--- src/inc/eic_if_defs.vh ---
`ifndef EIC_IF_DEFS_VH
`define EIC_IF_DEFS_VH

// APB register byte addresses
`define ADDR_MODE_CTRL 12'h000
`define ADDR_STATUS 12'h004
`define ADDR_CAUSE 12'h008
`define ADDR_SHADOW 12'h00C
`define ADDR_EXC_BASE 12'h010
`define ADDR_VEC_OUT 12'h014
`define ADDR_SET_MAP 12'h018
`define ADDR_ACTION 12'h01C
`define ADDR_IDENT 12'h020

// Mode control fields
`define MC_PRESENT 0
`define MC_IVEN 1
`define MC_BOOT 2
`define MC_VS_LO 4
`define MC_VS_HI 8
`define MC_RESET 32'h0000_0005

// Status fields
`define ST_GIE 0
`define ST_EXL 1
`define ST_ERL 2
`define ST_LVL_LO 10
`define ST_LVL_HI 17
`define ST_SWM_LO 8
`define ST_SWM_HI 9
`define ST_RESET 32'h0000_0004

// Cause fields
`define CA_SW_LO 0
`define CA_SW_HI 1
`define CA_TIMER 30
`define CA_FDC 21
`define CA_LVL_LO 10
`define CA_LVL_HI 17

// Shadow control fields
`define SS_CUR_LO 0
`define SS_CUR_HI 3
`define SS_PREV_LO 6
`define SS_PREV_HI 9
`define SS_EIC_LO 18
`define SS_EIC_HI 21

// Action register: write 1 to leave exception level and restore shadow set
`define ACT_RETURN 0

// Vector offset arithmetic
`define VEC_BASE_OFFSET 18'h00200
`define VS_SHIFT 5
`define VEC_MAX_VI 6'h09

`endif

--- src/hw/eic_interrupt_interface.v ---
// Function
// - Mode needs present, spacing, vectored, no boot
// - Drive software, timer, debug requests out
// - Level is 8-bit, zero means none
// - Eight individual interrupt lines, masked by status, highest pending wins
// - Build option: vector number or full offset
// - Never use level as vector number
// - Status mask bits hold current level
// - Take request above level when enabled
// - Latch level into cause, acknowledge controller
// - Latched level updates only on interrupt
// - Vector number not stored software-visibly
// - Controller supplies shadow set, map ignored
// - Latch shadow set with level, same cycle loaded as current set
// - Offset is 200h plus number times spacing
// - Vector range 0-9 vectored, 0-63 external
// - Spacing resets zero, zero means compatibility
// - Handler address is base OR offset
// - 64 vectors from 6-bit number input
// - Full offset option uses 17-bit input
// - Move current set to previous, load new
`timescale 1ns/100ps
`include "eic_if_defs.vh"

module eic_interrupt_interface #(
    parameter FULL_OFFSET = 0,
    parameter [31:0] IDENT_VALUE = 32'h0000_A5A5 // Arbitrary identity value
) (
    input wire i_clk, // Core clock
    input wire i_sys_rst, // Synchronous reset, active high
    input wire i_psel, // APB select
    input wire i_penable, // APB enable
    input wire i_pwrite, // APB write
    input wire [11:0] i_paddr, // APB byte address
    input wire [31:0] i_pwdata, // APB write data
    input wire [3:0] i_pstrb, // APB byte strobes
    output wire [31:0] o_prdata, // APB read data
    output wire o_pready, // APB ready
    output wire o_pslverr, // APB error
    input wire [7:0] i_requested_priority_level, // Encoded level from controller
    input wire [5:0] i_vector_number_in, // Vector number from controller
    input wire [17:1] i_vector_offset_in, // Full offset from controller
    input wire [3:0] i_controller_shadow_set, // Shadow set from controller
    input wire [7:0] i_hw_lines, // Individual lines in vectored mode
    input wire i_timer_irq, // Core timer request
    input wire i_fdc_irq, // Debug channel request
    output reg o_eic_ack, // Request taken, one cycle
    output reg o_irq_to_pipe, // Interrupt signalled to pipeline
    output reg [1:0] o_sw_irq, // Software requests to controller
    output reg o_timer_irq, // Timer request to controller
    output reg o_fdc_irq, // Debug channel request to controller
    output reg o_ext_mode, // External-controller mode active
    output reg [31:0] o_handler_addr // Handler address of last interrupt
);

    reg [31:0] mode_q;
    reg [31:0] status_q;
    reg [31:0] cause_q;
    reg [31:0] shadow_q;
    reg [31:0] exc_base_q;
    reg [31:0] set_map_q;
    reg [31:0] prdata_q;

    wire [4:0] vs = mode_q[`MC_VS_HI:`MC_VS_LO];
    wire [7:0] cur_level = status_q[`ST_LVL_HI:`ST_LVL_LO];
    wire ints_on = status_q[`ST_GIE] & ~status_q[`ST_EXL] & ~status_q[`ST_ERL];
    wire ext_mode = mode_q[`MC_PRESENT] & (vs != 5'h00) & mode_q[`MC_IVEN]
        & ~mode_q[`MC_BOOT];
    wire vi_mode = ~mode_q[`MC_PRESENT] & (vs != 5'h00) & mode_q[`MC_IVEN]
        & ~mode_q[`MC_BOOT];

    // Strict compare; level zero can never exceed any current level
    wire ext_take = ext_mode & ints_on
        & (i_requested_priority_level > cur_level);

    // Vectored mode: highest pending line wins, vector is line plus two
    wire [7:0] vi_pend = i_hw_lines & status_q[`ST_LVL_HI:`ST_LVL_LO];
    wire [1:0] sw_pend = cause_q[`CA_SW_HI:`CA_SW_LO] & status_q[`ST_SWM_HI:`ST_SWM_LO];
    wire vi_take = vi_mode & ints_on & ((vi_pend != 8'h00) | (sw_pend != 2'b00));
    wire take = ext_take | vi_take;

    function [5:0] prio_vec;
        input [7:0] hw;
        input [1:0] sw;
        integer k;
        begin
            prio_vec = sw[1] ? 6'h01 : 6'h00;
            for (k = 0; k < 8; k = k + 1)
            begin
                if (hw[k])
                    prio_vec = k[5:0] + 6'h02;
            end
        end
    endfunction

    // Vector never derived from the level itself
    wire [5:0] vi_vec = prio_vec(vi_pend, sw_pend);
    wire [5:0] vec_num = ext_mode ? i_vector_number_in : vi_vec;
    wire [17:0] num_off = {12'h000, vec_num} * {8'h00, vs, 5'b00000};
    wire [17:0] calc_off = `VEC_BASE_OFFSET + num_off;
    wire [17:0] sel_off = (FULL_OFFSET != 0 && ext_mode) ?
        {i_vector_offset_in, 1'b0} : calc_off;

    wire acc = i_psel & i_penable;
    wire wr = acc & i_pwrite;
    wire rd = acc & ~i_pwrite;
    wire ret_req = wr && (i_paddr == `ADDR_ACTION) && i_pwdata[`ACT_RETURN];

    function [31:0] merge;
        input [31:0] old;
        input [31:0] nw;
        input [3:0] strb;
        integer b;
        begin
            merge = old;
            for (b = 0; b < 4; b = b + 1)
            begin
                if (strb[b])
                    merge[b*8 +: 8] = nw[b*8 +: 8];
            end
        end
    endfunction

    function mapped;
        input [11:0] a;
        begin
            mapped = (a == `ADDR_MODE_CTRL) || (a == `ADDR_STATUS) ||
                (a == `ADDR_CAUSE) || (a == `ADDR_SHADOW) ||
                (a == `ADDR_EXC_BASE) || (a == `ADDR_VEC_OUT) ||
                (a == `ADDR_SET_MAP) || (a == `ADDR_ACTION) ||
                (a == `ADDR_IDENT);
        end
    endfunction

    assign o_pready = 1'b1;
    assign o_pslverr = acc & ~mapped(i_paddr);
    assign o_prdata = prdata_q;

    reg [31:0] rd_mux;
    always @*
    begin
        case (i_paddr)
            `ADDR_MODE_CTRL: rd_mux = mode_q;
            `ADDR_STATUS: rd_mux = status_q;
            `ADDR_CAUSE: rd_mux = cause_q;
            `ADDR_SHADOW: rd_mux = shadow_q;
            `ADDR_EXC_BASE: rd_mux = exc_base_q;
            `ADDR_VEC_OUT: rd_mux = o_handler_addr;
            `ADDR_SET_MAP: rd_mux = set_map_q;
            `ADDR_IDENT: rd_mux = IDENT_VALUE;
            default: rd_mux = 32'h0000_0000;
        endcase
    end

    // Read data is registered in the setup phase, so it is valid in the access phase; pready
    // stays high, thus a reading master samples o_prdata at the edge ending the access.
    always @(posedge i_clk)
    begin
        if (i_sys_rst)
            prdata_q <= 32'h0000_0000;
        else if (i_psel & ~i_penable & ~i_pwrite)
            prdata_q <= rd_mux;
    end

    // Shadow set for the interrupt taken outside external mode
    wire [3:0] map_set = set_map_q[{vec_num[2:0], 2'b00} +: 4];

    always @(posedge i_clk)
    begin
        if (i_sys_rst)
        begin
            mode_q <= `MC_RESET;
            status_q <= `ST_RESET;
            cause_q <= 32'h0000_0000;
            shadow_q <= 32'h0000_0000;
            exc_base_q <= 32'h0000_0000;
            set_map_q <= 32'h0000_0000;
            o_eic_ack <= 1'b0;
            o_irq_to_pipe <= 1'b0;
            o_handler_addr <= 32'h0000_0000;
        end
        else
        begin
            o_eic_ack <= 1'b0;
            o_irq_to_pipe <= 1'b0;
            if (wr && i_paddr == `ADDR_MODE_CTRL)
                mode_q <= merge(mode_q, i_pwdata, i_pstrb);
            if (wr && i_paddr == `ADDR_STATUS)
                status_q <= merge(status_q, i_pwdata, i_pstrb);
            if (wr && i_paddr == `ADDR_CAUSE)
                cause_q[`CA_SW_HI:`CA_SW_LO] <= i_pwdata[`CA_SW_HI:`CA_SW_LO];
            if (wr && i_paddr == `ADDR_SHADOW)
                shadow_q <= merge(shadow_q, i_pwdata, i_pstrb);
            if (wr && i_paddr == `ADDR_EXC_BASE)
                exc_base_q <= merge(exc_base_q, i_pwdata, i_pstrb);
            if (wr && i_paddr == `ADDR_SET_MAP)
                set_map_q <= merge(set_map_q, i_pwdata, i_pstrb);
            cause_q[`CA_TIMER] <= i_timer_irq;
            cause_q[`CA_FDC] <= i_fdc_irq;
            if (ret_req)
            begin
                status_q[`ST_EXL] <= 1'b0;
                shadow_q[`SS_CUR_HI:`SS_CUR_LO] <= shadow_q[`SS_PREV_HI:`SS_PREV_LO];
            end
            // Taking an interrupt wins over a same-cycle software write
            if (take)
            begin
                o_irq_to_pipe <= 1'b1;
                status_q[`ST_EXL] <= 1'b1;
                o_handler_addr <= exc_base_q | {14'h0000, sel_off};
                shadow_q[`SS_PREV_HI:`SS_PREV_LO] <= shadow_q[`SS_CUR_HI:`SS_CUR_LO];
                if (ext_mode)
                begin
                    o_eic_ack <= 1'b1;
                    cause_q[`CA_LVL_HI:`CA_LVL_LO] <= i_requested_priority_level;
                    shadow_q[`SS_EIC_HI:`SS_EIC_LO] <= i_controller_shadow_set;
                    shadow_q[`SS_CUR_HI:`SS_CUR_LO] <= i_controller_shadow_set;
                end
                else
                    shadow_q[`SS_CUR_HI:`SS_CUR_LO] <= map_set;
            end
        end
    end

    // Exported requests only meaningful to the controller in external mode
    always @(posedge i_clk)
    begin
        if (i_sys_rst)
        begin
            o_sw_irq <= 2'b00;
            o_timer_irq <= 1'b0;
            o_fdc_irq <= 1'b0;
            o_ext_mode <= 1'b0;
        end
        else
        begin
            o_sw_irq <= ext_mode ? cause_q[`CA_SW_HI:`CA_SW_LO] : 2'b00;
            o_timer_irq <= ext_mode & i_timer_irq;
            o_fdc_irq <= ext_mode & i_fdc_irq;
            o_ext_mode <= ext_mode;
        end
    end

endmodule

--- config.mk ---
export PLATFORM = sky130hd
export DESIGN_NAME = eic_interrupt_interface
export DESIGN_NICKNAME = d
export VERILOG_FILES = /design/src/hw/eic_interrupt_interface.v
export VERILOG_INCLUDE_DIRS = /design/src /design/src/inc
export SDC_FILE = /design/constraint.sdc
export NUM_CORES = 1
export LEC_CHECK = 0
export ABC_CLOCK_PERIOD_IN_PS = 5290
export BUFFER_PORTS_ARGS = -buffer_cell sky130_fd_sc_hd__buf_2
export CORE_ASPECT_RATIO = 1.5
export CORE_UTILIZATION = 52
export CTS_BUF_LIST = sky130_fd_sc_hd__clkbuf_4 sky130_fd_sc_hd__clkbuf_8 sky130_fd_sc_hd__clkbuf_16
export CTS_CLUSTER_SIZE = 40
export DETAILED_ROUTE_END_ITERATION = 6
export PLACE_DENSITY = 0.88
export SLEW_MARGIN = 20
export SYNTH_ARGS = -nofsm -noshare
export SYNTH_HDL_FRONTEND = slang
export SYNTH_SLANG_ARGS = --single-unit
--- constraint.sdc ---
create_clock -name i_clk -period 5.29 [get_ports i_clk]
set_input_delay 1.058 -clock i_clk [delete_from_list [all_inputs] [get_ports i_clk]]
set_output_delay 1.058 -clock i_clk [all_outputs]
set_load 0.01 [all_outputs]
**After elaboration in Yosys (flattened, before gate mapping)**

Index checks and enable logic that the tools add are counted.

- Register bits after elaboration: 243
- Input bits: 98
- Output and inout bits: 73
- Word-level logic and storage cells: 161

- $add $sub $neg: 1
- Multiply operators: 1
- $lt $le $gt $ge: 1
- Equality and inequality tests: 8
- Shift operators: 1
- Multiplexer cells: 27
- Bitwise gates (word level): 33
- Reduce and logical (&&, ||, !) cells: 53

Operators by type and width:

| kind | number |
|---|---|
| one-hot mux 32 bit (8 select lines) | 1 |
| two-way mux 6 bit | 9 |
| AND reduction 2 bit | 25 |
| equality test 12 x 5 -> 1 bit, second input constant | 4 |
| OR 32 x 17 -> 32 bit | 1 |
| indexed part select 32 x 6 -> 4 bit | 1 |
| equality test 12 x 4 -> 1 bit, second input constant | 2 |
| two-way mux 4 bit | 6 |
| two-way mux 22 bit | 1 |
| bitwise AND 1 bit | 19 |
| adder 10 x 16 -> 17 bit, first input constant | 1 |
| two-way mux 8 bit | 2 |
| equality test 12 x 3 -> 1 bit, second input constant | 1 |
| equality test 12 x 6 -> 1 bit, second input constant | 1 |
| zero test 12 bit | 1 |
| multiplier 6 x 5 -> 11 bit | 1 |
| NOT 1 bit | 9 |
| nonzero test 3 bit | 3 |
| bitwise AND 8 bit | 1 |
| > comparator 8 bit | 1 |
| logical AND 1 bit | 8 |
| logical OR 1 bit | 8 |
| nonzero test 2 bit | 4 |
| nonzero test 8 bit | 1 |
| 6 further kinds | 14 |

**Logic depth before layout (Yosys ltp)**

- Word-level depth: 14
- Gate-level depth with buffers: 24

**Worst setup path before layout**

No wires, ideal clock.

- Kind: input to register
- Start: input port i_hw_lines[4]
- End: register o_handler_addr[15]
- Setup time: 0.134 ns
- Arrival: 5.221 ns
- Path slack: -0.065 ns
- Stages: 18
- Buffers on the path: 1
- Cell sequence: a22o_1 -> a21oi_1 -> a21oi_1 -> o21ai_2 -> buf_6 -> nand2_1 -> fa_1 -> fa_1 -> fa_1 -> inv_1 -> ha_1 -> nor2b_1 -> o31a_1 -> o31ai_1 -> a21bo_2 -> nor4_2 -> xnor2_1 -> a211oi_1

- Longest elaborated chain between the ends: 9
- Elaborated cells on any way between the ends: 13

RTL lines:

| item | line | source |
|---|---|---|
| from (decl) | eic_interrupt_interface.v:44 | `input wire [7:0] i_hw_lines,` |
| bitwise AND 8 bit * | eic_interrupt_interface.v:77 | `` wire [7:0] vi_pend = i_hw_lines & status_q[`ST_LVL_HI:`ST_LVL_LO]; `` |
| two-way mux 6 bit (4 in series) | eic_interrupt_interface.v:90 | `if (hw[k])` |
| two-way mux 6 bit | eic_interrupt_interface.v:98 | `wire [5:0] vec_num = ext_mode ? i_vector_number_in : vi_vec;` |
| multiplier 6 x 5 -> 11 bit | eic_interrupt_interface.v:99 | `wire [17:0] num_off = {12'h000, vec_num} * {8'h00, vs, 5'b00000};` |
| adder 10 x 16 -> 17 bit (no source line) | -- |  |
| OR 32 x 17 -> 32 bit | eic_interrupt_interface.v:210 | `o_handler_addr <= exc_base_q \| {14'h0000, sel_off};` |
| to (signal assigned) | eic_interrupt_interface.v:210 |  |
| to (decl) | eic_interrupt_interface.v:53 | `output reg [31:0] o_handler_addr` |

Mark *: on every way between the ends. The rest lies on a longest branch, timed or not.
A chain may end at the register's enable or synchronous reset.

**Worst setup path after layout**

- Start: input port i_hw_lines[2]
- End: register o_handler_addr[15]

- Longest elaborated chain between the ends: 11
- Elaborated cells on any way between the ends: 15

RTL lines:

| item | line |
|---|---|
| bitwise AND 8 bit * | eic_interrupt_interface.v:77 |
| two-way mux 6 bit (6 in series) | eic_interrupt_interface.v:90 |
| two-way mux 6 bit | eic_interrupt_interface.v:98 |
| multiplier 6 x 5 -> 11 bit | eic_interrupt_interface.v:99 |
| adder 10 x 16 -> 17 bit (no source line) | -- |
| OR 32 x 17 -> 32 bit | eic_interrupt_interface.v:210 |

Marks and branches as above.

==> metrics.md <==
| Metric | Value |
|---|---|
| Power density over the cells | 271.3 nW/um^2 |
| Most frequent cells in the layout | dfxtp_1, nor2_1, buf_2 |
| IO Port Bufs | 152 |
| Initial Utilization | a little over half |
| Cells after synthesis | between 1000 and 1500 |
| Syn nets | about 1400 |
| Layout overhead on the synthesized area | 17.41% |
| WS Path Type | in -> reg |
| Residual DRC count | 25 |
| RSZ-0062 raised after global routing | no |
| Max clock buf depth | 3 |
| Clk slew on worst S/H paths | about 0.080 ns |
| Maxcap violations | 0 |
| Worst-skew pair later-pin latency | around 0.52 ns |
| Grt total ovfl | 0 |
| Die height | 186.6 um |
| RD Place Congestion | around 0.95 |
| Setup violators final | 0 |
| Period utilisation layout | 95.36% |
| Crit end category | register |
| Multi-input gate area | 6497 sq um |
| Yosys reg bits | 243 |
| Core ar. | roughly 22000 sq um |
| Clock root cell | clkbuf_16 |
| CTS sink count | 243 |
| Vias per inst | ~6.5 |
| Slew @ Worst Pin | 1.296 ns |
| Area share of the largest cell type after synthesis | between 40% and 50% |
| Clk_skew | 0.01372 ns |
| Util after Layout | slightly above 60% |
| Vias in the first global route | about 11000 |
| CP arrival | approximately 5.5 ns |
| Final net count | roughly 1600 |
| Minimum clock period after layout | 5.045 ns |
| FILL cells | 1766 |
| DIE AREA | approximately 23000 sq um |
| H-tree levels | 1 |
| Achievable frequency | just under 200 MHz |
| Detailed Route WL | between 30000 and 40000 um |
| First-pass GRT wire length | about 58000 um |
| Synth area leaders | dfxtp_1, mux2i_1, nor2_1 |
| Largest area contributor in the netlist | dfxtp_1 |
| Failing checks | design-rule violations |
| Synth unique cells | slightly above 70 |
| LEAKAGE | between 5 and 6 nW |
| Post-synth EDFFs | 0 |
| Synth Area per Inst | 9.112 sq um |
| Drt pass-1 iters | 7 |
| Worst Path Max Fanout | 3 |
| Fraction of layout cells with a size suffix above 1 | roughly a fifth |
| Register area share after synthesis | approximately two fifths |
| GRT Total Usage | between 30% and 40% |
| Most used DFF post-synth | dfxtp_1 |
| Vias | approximately 11000 |
| Slew margin rel. | 13.14% |
| Final Hold Fails | 0 |
| CTS tree | built |
| VDD IR max | 357.7 uV |
| CTS Hold Bufs | 0 |
| Class of the worst hold path | reg -> reg |
| Req. time, crit path | about 5.7 ns |
| Routed WL per cell | 21.51 um |
| Post-DP HPWL | ~26000 um |
| Pwr Total | about 0.0038 W |
| Final Max Tran Viols | 0 |
| Status | finished with violations |
| Most common library cell in the layout ignoring fill and taps | dfxtp_1 |
| Largest net degree at the start of global routing | 146 |
| Rows | 67 |
| Die Width | about 130 um |
| Initial antenna violation count | 5 |
| Post-route ant nets | 0 |
| Startpoint Class | input pin |
| Num CTS Buffers | 22 |
| Synth Cell Area | 11810 sq um |
| Synth warn | 0 |
| DR iter-0 viols | 1387 |
| Sequential cell area | between 4000 and 5000 sq um |
| Setup_tns | 0 ns |
| Asr flop ratio synth | 0% |
| Io pins | 171 |
==> per-stage QoR <==
step	instances	hold slack [ns]	area (sq um)	worst slack (ns)
after floorplan	1296	0.4357	11850	0.01143
final	1732	0.4588	13860	0.2454
after global routing	1732	0.4826	13860	0.004681
after global placement	1688	0.4415	12980	-0.3235
after CTS	1726	0.4583	13770	0.006391
after detailed placement	1688	0.4490	12980	-0.4673
==> cells by family after synthesis <==
| kind of cell | share of synthesized area, % |
|---|---|
| DFF | 41.20 |
| other | 0.03176 |
| adders and majority gates | 5.001 |
| AOI/OAI and AO/OA | 17.51 |
| buffers and inverters | 4.916 |
| xor gates and xnor gates | 0.5192 |
| muxes | 12.88 |
| and+or+nand+nor | 17.94 |
==> flip-flops by register name, summed over array words and instances (netlist names), 2 cells and up <==
register,count
o_sw_irq,2
status_q,32
o_handler_addr,32
shadow_q,32
set_map_q,32
cause_q,12
mode_q,32
o_prdata,32
exc_base_q,32
==> Yosys cell counts, drive strengths merged (4+ instances only) <==
cell / count
dfxtp: 243
nor2: 222
mux2i: 147
nand2: 100
a21oi: 60
clkbuf: 54
a222oi: 48
inv: 41
buf: 35
a311oi: 33
nor3: 31
ha: 28
nand3: 28
a211oi: 15
a221oi: 15
and3: 15
nor2b: 14
and2: 13
a22o: 12
a22oi: 12
fa: 12
o21ai: 11
o211ai: 10
a21o: 9
a31oi: 7
nand2b: 7
nor4: 7
o22ai: 6
a32oi: 4
nand3b: 4
nand4: 4
nor3b: 4
xnor2: 4
==> repair_timing <==
item                                    in CTS  in global routing
buffers inserted                             0                  3
endpoints found under the setup margin       0                  4
resized for setup                            0                 13
==> critical path: stages <==
cell and delay, ns:
buf_2 0.11, a22o_1 0.31, nor2_2 0.14, nor3_1 0.07, a21oi_2 0.16, buf_4 0.15, nand2b_1 0.12, fa_1 0.44
fa_1 0.51, fa_1 0.54, inv_1 0.06, ha_4 0.16, a211oi_2 0.23, nor2_1 0.10, nor2_1 0.16, ha_1 0.16
inv_1 0.05, a2111o_1 0.40, nor4_4 0.26, xnor2_1 0.11, a211oi_1 0.20
==> where the power goes <==
group | internal, W | switching, W | leakage, nW
clock | 0.00102 | 0.000722 | 0.379
combinational | 0.0000544 | 0.000114 | 3.27
sequential | 0.00184 | 0.00000708 | 1.96
total | 0.00292 | 0.000843 | 5.61
==> metal layers <==
metal / vias to the layer above / part of all wire [%] / GRT usage (%)
met3: 204 / 8.5 / 5.075
met1: 5337 / 35 / 34.12
met5: - / 0.059 / 0
met2: 726 / 49 / 53.33
met4: 4 / 7.3 / 22.80
li1: 5001 / - / -
==> final timing paths <==
kind	end	from	slack, ns	cells past startpoint
max	o_handler_addr[15]	i_hw_lines[2]	0.25	21
min	mode_q[26]	mode_q[26]	0.46	2
max reg2reg	o_handler_addr[15]	mode_q[7]	0.31	20
min reg2reg	mode_q[26]	mode_q[26]	0.46	2
==> layout make-up <==
cell class	instances	share of cell area [%]
Tap cell	276	2.491
Sequential cell	243	35.09
Clock buffer	28	4.431
Multi-Input combinational cell	923	46.86
Inverter	41	1.110
Antenna cell	2	0.03610
Timing Repair Buffer	209	8.736
Clock inverter	10	1.245
No activity file was read; power rests on OpenSTA's default activity.
